==> config.mk <==
export PLATFORM = sky130hd
export DESIGN_NAME = standby_wake_boot_sequencer
export DESIGN_NICKNAME = d
export VERILOG_FILES = /design/src/common/pwr_seq_pkg.sv /design/src/logic/retention_ram.sv /design/src/logic/standby_wake_boot_sequencer.sv
export SDC_FILE = /design/constraint.sdc
export NUM_CORES = 1
export LEC_CHECK = 0
export ABC_AREA = 1
export BUFFER_PORTS_ARGS = -buffer_cell sky130_fd_sc_hd__clkbuf_2
export CAP_MARGIN = 25
export CORE_MARGIN = 5
export CORE_UTILIZATION = 25
export CTS_CLUSTER_SIZE = 40
export DETAILED_ROUTE_END_ITERATION = 10
export GPL_TIMING_DRIVEN = 0
export PLACE_DENSITY = 0.4
export SLEW_MARGIN = 40
export SYNTH_ARGS = -nofsm -noshare
export SYNTH_HDL_FRONTEND = slang
export SYNTH_SLANG_ARGS = --single-unit
==> constraint.sdc <==
create_clock -name MCLK -period 7.5 [get_ports MCLK]
set_input_delay 0.75 -clock MCLK [delete_from_list [all_inputs] [get_ports MCLK]]
set_output_delay 0.75 -clock MCLK [all_outputs]
set_load 0.01 [all_outputs]
==> src/common/pwr_seq_pkg.sv <==
// constants and state encodings for the standby, wake and boot sequencer
package pwr_seq_pkg;
    // input clock rate
    localparam int CLK_HZ = 25000000;
    // boot copy timing
    localparam int BOOT_FIXED_US = 2000;
    localparam int BOOT_PER_KB_US = 3600;
    localparam int BOOT_FIXED_CYC = (CLK_HZ / 1000) * BOOT_FIXED_US / 1000;
    localparam int BOOT_PER_KB_CYC = (CLK_HZ / 1000) * BOOT_PER_KB_US / 1000;
    // image geometry and port widths
    localparam int RAM_BYTES = 4096;
    localparam int RAM_AW = 12;
    localparam int KB_BYTES = 1024;
    localparam int RET_BYTES = 8;
    localparam int RET_AW = 3;
    localparam int GPIO_N = 9;
    localparam int PERIPH_N = 8;
    localparam int DIV_W = 3;
    localparam int TIMER_W = 32;
    // cycles the crystal is allowed before correction is taken as done
    localparam int XTAL_CAL_CYC = 1000;
    // reset values
    localparam logic [DIV_W-1:0] DIV_RST = 3'h0;
    localparam logic [TIMER_W-1:0] TIMER_RST = 32'h0000_0000;

    typedef enum logic [2:0] {
        ST_STANDBY = 3'b000,
        ST_BOOT_WAIT = 3'b001,
        ST_BOOT_COPY = 3'b010,
        ST_RUN = 3'b011,
        ST_XTAL_CAL = 3'b100,
        ST_TX = 3'b101
    } seq_state_t;
endpackage

==> src/logic/retention_ram.sv <==
// eight byte retention memory kept alive through standby
`timescale 1ns/1ps
`default_nettype none
module retention_ram (
    input wire logic clk,
    input wire logic we,
    input wire logic [pwr_seq_pkg::RET_AW-1:0] addr,
    input wire logic [7:0] wdata,
    output logic [7:0] rdata
);
    logic [7:0] mem_q [pwr_seq_pkg::RET_BYTES];

    // not reset: contents survive resets while the battery stays
    always_ff @(posedge clk) begin
        if (we) begin
            mem_q[addr] <= wdata;
        end
        rdata <= mem_q[addr];
    end
endmodule
`default_nettype wire

==> src/logic/standby_wake_boot_sequencer.sv <==
// power state, wake and boot copy sequencer with clock and power gating
//
// How it works
// - power up lands in standby, not run
// - standby powers all off but retention ram
// - any gpio falling edge starts wake
// - sleep timer expiry wakes the device
// - each wake copies image into ram
// - copy lasts 2 ms plus 3.6 ms/kB, image size capped at 4 kB
// - processor released only after copy done
// - low power osc on except standby
// - system clock divider selects slower rates
// - rtc and timers 2,3 from low_power_osc
// - crystal corrects carrier before tx, then off
// - serializer sequences carrier, divider, pa power
// - power on reset forces defined state
// - bandgap off when no analog block used
`timescale 1ns/1ps
`default_nettype none
module standby_wake_boot_sequencer (
    input wire logic MCLK,
    input wire logic SRST,
    input wire logic [pwr_seq_pkg::GPIO_N-1:0] GPIO_IN,
    input wire logic [pwr_seq_pkg::TIMER_W-1:0] SLEEP_TICKS,
    input wire logic SLEEP_EN,
    input wire logic STANDBY_REQ,
    input wire logic [2:0] IMAGE_KB,
    output logic [pwr_seq_pkg::RAM_AW-1:0] NVM_ADDR,
    output logic NVM_RD,
    input wire logic [7:0] NVM_DATA,
    output logic [pwr_seq_pkg::RAM_AW-1:0] RAM_ADDR,
    output logic [7:0] RAM_WDATA,
    output logic RAM_WE,
    output logic CPU_RUN_EN,
    output logic BOOT_DONE,
    input wire logic [pwr_seq_pkg::DIV_W-1:0] CLK_DIV_SEL,
    output logic SYS_CLK_EN,
    output logic LOW_POWER_OSC_EN,
    output logic TIMER_TICK,
    input wire logic XTAL_USE,
    input wire logic TX_REQ,
    input wire logic TX_END,
    output logic XTAL_EN,
    output logic CARRIER_CAL,
    output logic CARRIER_OSC_EN,
    output logic DIVIDER_EN,
    output logic PA_EN,
    input wire logic [pwr_seq_pkg::PERIPH_N-1:0] PERIPH_OFF,
    output logic [pwr_seq_pkg::PERIPH_N-1:0] PERIPH_PWR,
    input wire logic ANALOG_BUSY,
    output logic BANDGAP_EN,
    output logic WAKE_BY_TIMER,
    input wire logic RET_WE,
    input wire logic [pwr_seq_pkg::RET_AW-1:0] RET_ADDR,
    input wire logic [7:0] RET_WDATA,
    output logic [7:0] RET_RDATA
);
    pwr_seq_pkg::seq_state_t state_q;
    logic [pwr_seq_pkg::GPIO_N-1:0] gpio_s1_q, gpio_s2_q, gpio_s3_q;
    logic pin_wake;
    logic timer_wake;
    logic [pwr_seq_pkg::TIMER_W-1:0] sleep_cnt_q;
    logic [31:0] wait_cnt_q;
    logic [31:0] wait_len;
    logic [pwr_seq_pkg::RAM_AW:0] copy_idx_q;
    logic [pwr_seq_pkg::RAM_AW:0] copy_len;
    logic rd_pend_q;
    logic [pwr_seq_pkg::DIV_W-1:0] div_sel_q;
    logic [7:0] div_cnt_q;
    logic div_hit;
    logic [15:0] xtal_cnt_q;
    logic [1:0] tx_phase_q;
    logic in_standby;

    assign in_standby = (state_q == pwr_seq_pkg::ST_STANDBY);

    // two flop sync plus history for edge detection
    always_ff @(posedge MCLK) begin
        if (SRST) begin
            gpio_s1_q <= '1;
            gpio_s2_q <= '1;
            gpio_s3_q <= '1;
        end else begin
            gpio_s1_q <= GPIO_IN;
            gpio_s2_q <= gpio_s1_q;
            gpio_s3_q <= gpio_s2_q;
        end
    end

    // any pin going from high to low
    assign pin_wake = |(gpio_s3_q & ~gpio_s2_q);

    // sleep timer counts only in standby
    always_ff @(posedge MCLK) begin
        if (SRST || !in_standby || !SLEEP_EN) begin
            sleep_cnt_q <= pwr_seq_pkg::TIMER_RST;
        end else if (!timer_wake) begin
            sleep_cnt_q <= sleep_cnt_q + 32'h0000_0001;
        end
    end

    assign timer_wake = SLEEP_EN && in_standby && (SLEEP_TICKS != 32'h0000_0000) &&
        (sleep_cnt_q >= SLEEP_TICKS - 32'h0000_0001);

    // length of the copy and of the fixed plus per kilobyte wait
    always_comb begin
        if (IMAGE_KB > 3'h4) begin
            copy_len = 13'(pwr_seq_pkg::RAM_BYTES);
            wait_len = 32'(pwr_seq_pkg::BOOT_FIXED_CYC + 4 * pwr_seq_pkg::BOOT_PER_KB_CYC);
        end else begin
            copy_len = 13'(IMAGE_KB) * 13'(pwr_seq_pkg::KB_BYTES);
            wait_len = 32'(pwr_seq_pkg::BOOT_FIXED_CYC) +
                32'(IMAGE_KB) * 32'(pwr_seq_pkg::BOOT_PER_KB_CYC);
        end
    end

    // main power state sequence
    always_ff @(posedge MCLK) begin
        if (SRST) begin
            state_q <= pwr_seq_pkg::ST_STANDBY;
            wait_cnt_q <= 32'h0000_0000;
            WAKE_BY_TIMER <= 1'b0;
        end else begin
            case (state_q)
                pwr_seq_pkg::ST_STANDBY: begin
                    wait_cnt_q <= 32'h0000_0000;
                    if (pin_wake || timer_wake) begin
                        WAKE_BY_TIMER <= timer_wake && !pin_wake;
                        state_q <= pwr_seq_pkg::ST_BOOT_COPY;
                    end
                end
                pwr_seq_pkg::ST_BOOT_COPY: begin
                    wait_cnt_q <= wait_cnt_q + 32'h0000_0001;
                    if (copy_idx_q >= copy_len && !rd_pend_q) begin
                        state_q <= pwr_seq_pkg::ST_BOOT_WAIT;
                    end
                end
                pwr_seq_pkg::ST_BOOT_WAIT: begin
                    wait_cnt_q <= wait_cnt_q + 32'h0000_0001;
                    if (wait_cnt_q >= wait_len - 32'h0000_0001) begin
                        state_q <= pwr_seq_pkg::ST_RUN;
                    end
                end
                pwr_seq_pkg::ST_RUN: begin
                    if (STANDBY_REQ) begin
                        state_q <= pwr_seq_pkg::ST_STANDBY;
                    end else if (TX_REQ) begin
                        state_q <= XTAL_USE ? pwr_seq_pkg::ST_XTAL_CAL : pwr_seq_pkg::ST_TX;
                    end
                end
                pwr_seq_pkg::ST_XTAL_CAL: begin
                    if (xtal_cnt_q >= 16'(pwr_seq_pkg::XTAL_CAL_CYC - 1)) begin
                        state_q <= pwr_seq_pkg::ST_TX;
                    end
                end
                pwr_seq_pkg::ST_TX: begin
                    if (TX_END && tx_phase_q == 2'h0) begin
                        state_q <= pwr_seq_pkg::ST_RUN;
                    end
                end
                default: begin
                    state_q <= pwr_seq_pkg::ST_STANDBY;
                end
            endcase
        end
    end

    // byte copy engine, one read issued, next cycle written
    always_ff @(posedge MCLK) begin
        if (SRST || in_standby) begin
            copy_idx_q <= 13'h0000;
            rd_pend_q <= 1'b0;
            NVM_RD <= 1'b0;
            NVM_ADDR <= 12'h000;
            RAM_WE <= 1'b0;
            RAM_ADDR <= 12'h000;
            RAM_WDATA <= 8'h00;
        end else begin
            RAM_WE <= 1'b0;
            NVM_RD <= 1'b0;
            if (rd_pend_q) begin
                RAM_WE <= 1'b1;
                RAM_ADDR <= NVM_ADDR;
                RAM_WDATA <= NVM_DATA;
                rd_pend_q <= 1'b0;
            end else if (state_q == pwr_seq_pkg::ST_BOOT_COPY && copy_idx_q < copy_len) begin
                NVM_RD <= 1'b1;
                NVM_ADDR <= copy_idx_q[pwr_seq_pkg::RAM_AW-1:0];
                copy_idx_q <= copy_idx_q + 13'h0001;
                rd_pend_q <= 1'b1;
            end
        end
    end

    // processor release and boot flag
    always_ff @(posedge MCLK) begin
        if (SRST) begin
            CPU_RUN_EN <= 1'b0;
            BOOT_DONE <= 1'b0;
        end else begin
            CPU_RUN_EN <= (state_q == pwr_seq_pkg::ST_RUN) || (state_q == pwr_seq_pkg::ST_XTAL_CAL) ||
                (state_q == pwr_seq_pkg::ST_TX);
            BOOT_DONE <= !in_standby && (state_q != pwr_seq_pkg::ST_BOOT_COPY) &&
                (state_q != pwr_seq_pkg::ST_BOOT_WAIT);
        end
    end

    // oscillator gate and programmable system clock enable
    assign div_hit = (div_cnt_q >= (8'h01 << div_sel_q) - 8'h01);
    always_ff @(posedge MCLK) begin
        if (SRST) begin
            LOW_POWER_OSC_EN <= 1'b0;
            div_sel_q <= pwr_seq_pkg::DIV_RST;
            div_cnt_q <= 8'h00;
            SYS_CLK_EN <= 1'b0;
            TIMER_TICK <= 1'b0;
        end else begin
            LOW_POWER_OSC_EN <= !in_standby;
            div_sel_q <= CLK_DIV_SEL;
            TIMER_TICK <= !in_standby;
            if (in_standby || div_hit) begin
                div_cnt_q <= 8'h00;
            end else begin
                div_cnt_q <= div_cnt_q + 8'h01;
            end
            SYS_CLK_EN <= CPU_RUN_EN && div_hit;
        end
    end

    // crystal on only during correction
    always_ff @(posedge MCLK) begin
        if (SRST || state_q != pwr_seq_pkg::ST_XTAL_CAL) begin
            xtal_cnt_q <= 16'h0000;
            XTAL_EN <= 1'b0;
            CARRIER_CAL <= 1'b0;
        end else begin
            xtal_cnt_q <= xtal_cnt_q + 16'h0001;
            XTAL_EN <= 1'b1;
            CARRIER_CAL <= 1'b1;
        end
    end

    // serializer power schedule: carrier, then divider, then pa; off in reverse
    always_ff @(posedge MCLK) begin
        if (SRST || state_q != pwr_seq_pkg::ST_TX) begin
            tx_phase_q <= 2'h0;
            CARRIER_OSC_EN <= 1'b0;
            DIVIDER_EN <= 1'b0;
            PA_EN <= 1'b0;
        end else begin
            if (!TX_END && tx_phase_q != 2'h3) begin
                tx_phase_q <= tx_phase_q + 2'h1;
            end else if (TX_END && tx_phase_q != 2'h0) begin
                tx_phase_q <= tx_phase_q - 2'h1;
            end
            CARRIER_OSC_EN <= (tx_phase_q >= 2'h1) || (!TX_END && tx_phase_q == 2'h0);
            DIVIDER_EN <= (tx_phase_q >= 2'h2);
            PA_EN <= (tx_phase_q == 2'h3);
        end
    end

    // peripheral and bandgap power gates
    always_ff @(posedge MCLK) begin
        if (SRST) begin
            PERIPH_PWR <= '0;
            BANDGAP_EN <= 1'b0;
        end else begin
            PERIPH_PWR <= in_standby ? '0 : ~PERIPH_OFF;
            BANDGAP_EN <= !in_standby && (ANALOG_BUSY || XTAL_EN || CARRIER_OSC_EN);
        end
    end

    // the only storage left alive in standby
    retention_ram u_ret (
        .clk(MCLK),
        .we(RET_WE),
        .addr(RET_ADDR),
        .wdata(RET_WDATA),
        .rdata(RET_RDATA)
    );
endmodule
`default_nettype wire
Word-level counts from Yosys, hierarchy flattened
Memory sizes are Yosys's and may differ from the RTL's. A register that Yosys moved wholly into a read port is not among the register bits.
Cells that the tools add are included.
{"block": "word_totals", "word_cells": 135, "memories": 1, "out_inout_bits": 62, "in_bits": 83, "regBits": 188, "ramBits": 64}
{"block": "op_classes", "magnitude_cmp": 9, "n_reduce_logical": 45, "multipliers": 1, "bitwise": 4, "shifts": 1, "addsub": 11, "n_eq_ne": 17, "mux": 19}
{"memory": "u_ret.mem_q", "depth": 8, "word_bits": 8, "rd": 1, "rd_clocked_by_memory_dff": 1, "wr": 1, "line_no": "retention_ram.sv:11", "source": "logic [7:0] mem_q [pwr_seq_pkg::RET_BYTES];"}
{"cell": "$add A32 B1 Y32 const B", "n": 2}
{"cell": "$ge A32 B32 Y1", "n": 2}
{"cell": "$pmux W32 S2", "n": 1}
{"cell": "$sub A32 B1 Y32 const B", "n": 2}
{"cell": "$reduce_bool A32 Y1", "n": 1}
{"cell": "$add A16 B20 Y21 const A", "n": 1}
{"cell": "$mux W21", "n": 1}
{"cell": "$mux W3", "n": 7}
{"cell": "$pmux W3 S6", "n": 1}
{"cell": "$add A16 B1 Y16 const B", "n": 1}
{"cell": "$ge A16 B10 Y1 const B", "n": 1}
{"cell": "$mul A3 B13 Y16 const B", "n": 1}
{"cell": "$logic_and A1 B1 Y1", "n": 14}
{"cell": "$add A13 B1 Y13 const B", "n": 1}
{"cell": "$ge A13 B13 Y1", "n": 1}
{"cell": "$lt A13 B13 Y1", "n": 1}
{"cell": "$mux W13", "n": 1}
{"cell": "$logic_or A1 B1 Y1", "n": 12}
{"cell": "$ne A2 B2 Y1 const B", "n": 5}
{"cell": "$and A9 B9 Y9", "n": 1}
{"cell": "$ne A3 B3 Y1 const B", "n": 3}
{"cell": "$not A9 Y9", "n": 1}
{"cell": "$reduce_or A9 Y1", "n": 1}
{"cell": "$add A8 B1 Y8 const B", "n": 1}
{"cell": "other kinds (26)", "n": 44}

Depth between registers and ports, before layout
{"block": "depth", "depth_word": 7, "ltp_mapped": 29, "depth_no_buf": 29}

Cells and area by module
From an unflattened synthesis, not the netlist that was laid out.
{"block": "hier_totals", "hier_cells": 1965, "area_unflattened_um2": 14742.9}
{"mod": "standby_wake_boot_sequencer", "instances": 1, "cells_each": 1685, "area_per_inst_um2": 11818.8, "seq_area_each_um2": 3763.6}
{"mod": "retention_ram", "instances": 1, "cells_each": 280, "area_per_inst_um2": 2924.1, "seq_area_each_um2": 2082.0}

Worst setup path after synthesis
No wires, ideal clock.
{"block": "synth_timing", "kind": "input to register", "start": "input IMAGE_KB[0]", "end": "register state_q[0]", "cell_stages": 23, "t_arrival_ps": 4637, "n_path_buf": 0, "required_ps": 7371, "setup_ps": 129, "setup_slack_ps": 2734, "cell_sequence": "fa_1 > ha_1 > fa_1 > inv_1 > fa_1 > inv_1 > nand2_1 > inv_1 > nand2_1 > o21ai_1 > nand4_4 > nor2_8 > nand4_1 > ha_1 > nand2_1 > nor2_1 > nand4_1 > nor4_1 > nand2_1 > a21oi_1 > nand2_1 > nand2_1 > a21oi_1"}
{"block": "synth_via", "elab_chain_cells": 7, "elab_cells_between_ends": 12, "cone_classes": "add/sub (2); mul (1); order compare (3); eq/ne (2); mux (2); reduce/logical (2)"}
{"item": "start, declared", "line_no": "standby_wake_boot_sequencer.sv:27", "source": "input wire logic [2:0] IMAGE_KB,"}
{"item": "$mul A3 B13 Y16", "line_no": "standby_wake_boot_sequencer.sv:113", "source": "32'(IMAGE_KB) * 32'(pwr_seq_pkg::BOOT_PER_KB_CYC);"}
{"item": "$add A16 B20 Y21", "line_no": "standby_wake_boot_sequencer.sv:112", "source": "wait_len = 32'(pwr_seq_pkg::BOOT_FIXED_CYC) +"}
{"item": "$mux W21", "line_no": "standby_wake_boot_sequencer.sv:107", "source": "if (IMAGE_KB > 3'h4) begin"}
{"item": "$sub A32 B1 Y32", "line_no": "standby_wake_boot_sequencer.sv:140", "source": "if (wait_cnt_q >= wait_len - 32'h0000_0001) begin"}
{"item": "$ge A32 B32 Y1", "line_no": "standby_wake_boot_sequencer.sv:140"}
{"item": "$ne A2 B2 Y1 (no line)"}
{"item": "$reduce_and A6 Y1 (no line) (*)"}
{"item": "end signal, assigned", "line_no": "standby_wake_boot_sequencer.sv:141", "source": "state_q <= pwr_seq_pkg::ST_RUN;"}
{"item": "end signal, assigned", "line_no": "standby_wake_boot_sequencer.sv:146", "source": "state_q <= pwr_seq_pkg::ST_STANDBY;"}
{"item": "end signal, assigned", "line_no": "standby_wake_boot_sequencer.sv:148", "source": "state_q <= XTAL_USE ? pwr_seq_pkg::ST_XTAL_CAL : pwr_seq_pkg::ST_TX;"}
{"item": "end, declared", "line_no": "standby_wake_boot_sequencer.sv:58", "source": "pwr_seq_pkg::seq_state_t state_q;"}
Every way passes the cells marked *; elsewhere a longest branch is shown, timed or not.
A chain may end at the register's enable or synchronous reset.

Final worst setup path
{"block": "layout_timing", "start": "input IMAGE_KB[2]", "end": "register state_q[0]"}
The elaborated chain is that of the path after synthesis.

==> metrics.yaml <==
status: "finished clean"
cts_resized: 0
vdd_drop_max_mv: 0.149
n_fill_cell: 6121
final_layout_size_suffix_gt1_frac: 0.162
htreeDepth: 1
dr_total_vias: 12000
internal_power_w: 0.00269
clk_pin_slew_ns: 0.06
hold_viol: 0
ys_seq_area_frac: 0.415
slew_violations: 0
pin_count: 145
synth.avg_cell_area_um2: 7.87
met1_length_mm: 19.9
post_cts_buffers: 0
synth_warnings: 0
portBuffers: 143
synthFlopType: "dfxtp_1"
antenna_left: 0
clkSinkCount: 260
postSynthCellCount: 1790
wl_per_cell_um: 14.8
ys_seq_elements: 260
clockBufferDepth: 3
initial_utilization: 0.251
die_y_um: 247
synth_common_cells: "318 x nand2_1, 235 x nor2_1, 198 x inv_1"
synth_enable_flop_cells: 64
core_um2: 56200
gp_congestion: 0.825
cp-end-kind: "register"
sw_frac_of_total: 0.297
dieArea_um2: 61200
num_rows: 87
cp.arrival_ns: 6.00
synthDistinctLibCells: 56
p_seq_frac: 0.403
required_ns: 7.92
relSlewSlack: 0.440
insertion_delay_ns: 0.57
critPathLaunchType: "input pin"
async_flop_share: 0
crit_type: "in2reg"
synth_area_leaders: "dfxtp_1 28%, edfxtp_1 14%, ha_1 8.6%"
post-route-min-period_ns: 5.58
antennaDiodeCount: 0
grtUsageTotal: 0.131
synth_most_common_cell: "nand2_1"
firstDrtPassIters: 5
grt_remaining_overflow: 0
die_x_um: 247
first_iter_violations: 611
dp_cells: 2695
syn-cell-area_um2: 14100
grt_first_pass_wirelength_mm: 64.5
crit_start: "IMAGE_KB[2]"
cts_tree: "yes"
cp_max_fo: 11
clock_skew_ns: 0.0160
grt_pass1_vias: 11700
grt_max_degree: 15
cts_buffers: 31
antenna_found_initial: 2
drc: 0
p_clk_frac: 0.419
tns_ns: 0
hpwl_mm: 31.3
wl_met3_mm: 1.65
worstMarginPinSlew_ns: 0.839
hold_class: "in2reg"
maxCapViolations: 0
synth.top_cell.area_share: 0.278
combPwrFrac: 0.179
holdBufCountCts: 0
cts_root_buf: "clkbuf_16"
reg2reg_from: "rd_pend_q"
yosys.area.top_type: "dfxtp_1"
max_freq_mhz: 179
finalSetupViolations: 0
leakage_nw: 6.67
hold_start: "PERIPH_OFF[7]"
routed.top_layer: "met5"
rsz0062_at_grt: "false"
p_switching_w: 0.00114
fin_crit_sh: 0.743
drt-total-wl_mm: 40.8
area_growth_pct: 19.8
avgViaCountPerCell: 4.36
final_cells: 2752
num-nets-final: 2156
power_density_nw_per_um2: 227
met2WireLength_mm: 18.6
==> metal layers <==
layer	up-vias	GRT usage
li1	6312	-
met1	5469	0.181
met2	161	0.218
met3	43	0.0215
met4	2	0.0250
met5	-	0
==> critical path: stages <==
cell      delay (ns)
clkbuf_2        0.27
fa_1            0.56
ha_1            0.28
fa_1            0.42
inv_1           0.09
fa_1            0.44
inv_1           0.11
nand2_1         0.07
inv_1           0.08
nand2_1         0.07
o21ai_1         0.33
nand4_4         0.19
nor2_8          0.20
nand4_1         0.18
ha_1            0.35
nand2_1         0.05
nor2_1          0.18
nand4_1         0.17
nor4_1          0.46
nand2_1         0.16
a21oi_1         0.32
nand2_1         0.12
nand2_1         0.07
a21oi_1         0.06
==> per-stage QoR <==
| stage | hold slack [ns] | util | setup slack (ns) | instance area (um2) | total power (W) |
|---|---|---|---|---|---|
| floorplan | 0.389 | - | 2.73 | 14100 | 0.00200 |
| global placement | 0.394 | 0.281 | 1.39 | 15800 | 0.00227 |
| detailed placement | 0.392 | 0.281 | 1.39 | 15800 | 0.00228 |
| CTS | 0.281 | 0.301 | 1.99 | 16900 | 0.00393 |
| global route | 0.297 | 0.301 | 1.45 | 16900 | 0.00407 |
| finish | 0.334 | 0.301 | 1.92 | 16900 | 0.00383 |
==> layout by cell type, fill, tap and decap left out, types with 9 or more instances in the layout <==
master / count
nand2_1: 318
nor2_1: 228
inv_1: 198
dfxtp_1: 196
clkbuf_2: 146
a21oi_1: 136
ha_1: 97
o21ai_0: 87
nand3_1: 79
edfxtp_1: 64
nand4_1: 48
nor3_1: 46
xor2_1: 39
clkbuf_16: 31
nor2_2: 27
or2_2: 27
clkbuf_1: 24
xnor2_1: 18
inv_2: 15
nor4_1: 11
o21a_1: 11
nor3_2: 10
nor2_4: 10
o21ai_1: 9
==> final cells by class <==
class / count / area (um2) / area share
buffer: 36 / 181 / 0.0107
clock buffer: 35 / 811 / 0.0480
clock inverter: 22 / 273 / 0.0162
inverter: 217 / 820 / 0.0485
multi-input combinational: 1283 / 7290 / 0.432
sequential: 260 / 5850 / 0.346
tap: 756 / 946 / 0.0560
timing repair buffer: 143 / 716 / 0.0424
==> power groups by stage <==
stage | clock (W) | sequential (W) | combinational, W
4_1_cts | 0.00167 | 0.00154 | 0.000709
5_1_grt | 0.00173 | 0.00155 | 0.000792
6_report | 0.00160 | 0.00154 | 0.000685
3_3_place_gp | 0 | 0.00157 | 0.000700
2_1_floorplan | 0 | 0.00158 | 0.000423
3_5_place_dp | 0 | 0.00157 | 0.000705
==> cells by family after synthesis <==
group                    share of synthesized area
AND/OR/NAND/NOR                              0.281
buffers and inverters                       0.0707
adder cells (fa/ha/maj)                     0.0918
AO/OA/AOI/OAI                                0.106
other                                     0.000266
flip-flops                                   0.415
XOR/XNOR                                    0.0354
==> worst paths after layout <==
path,slack [ns],endpoint,cells past startpoint
max,1.92,state_q[0],24
min,0.33,PERIPH_PWR[7],2
max reg2reg,5.06,NVM_ADDR[3],6
min reg2reg,0.40,gpio_s2_q[4],1
==> sequential cells by signal, summed over array words and instances (netlist names), 9 cells and up <==
signal	count
NVM_ADDR	12
RAM_ADDR	12
copy_idx_q	13
gpio_s1_q	9
gpio_s2_q	9
gpio_s3_q	9
sleep_cnt_q	32
u_ret.mem_q	64
wait_cnt_q	32
xtal_cnt_q	16
Power figures use the tool's default switching activity.
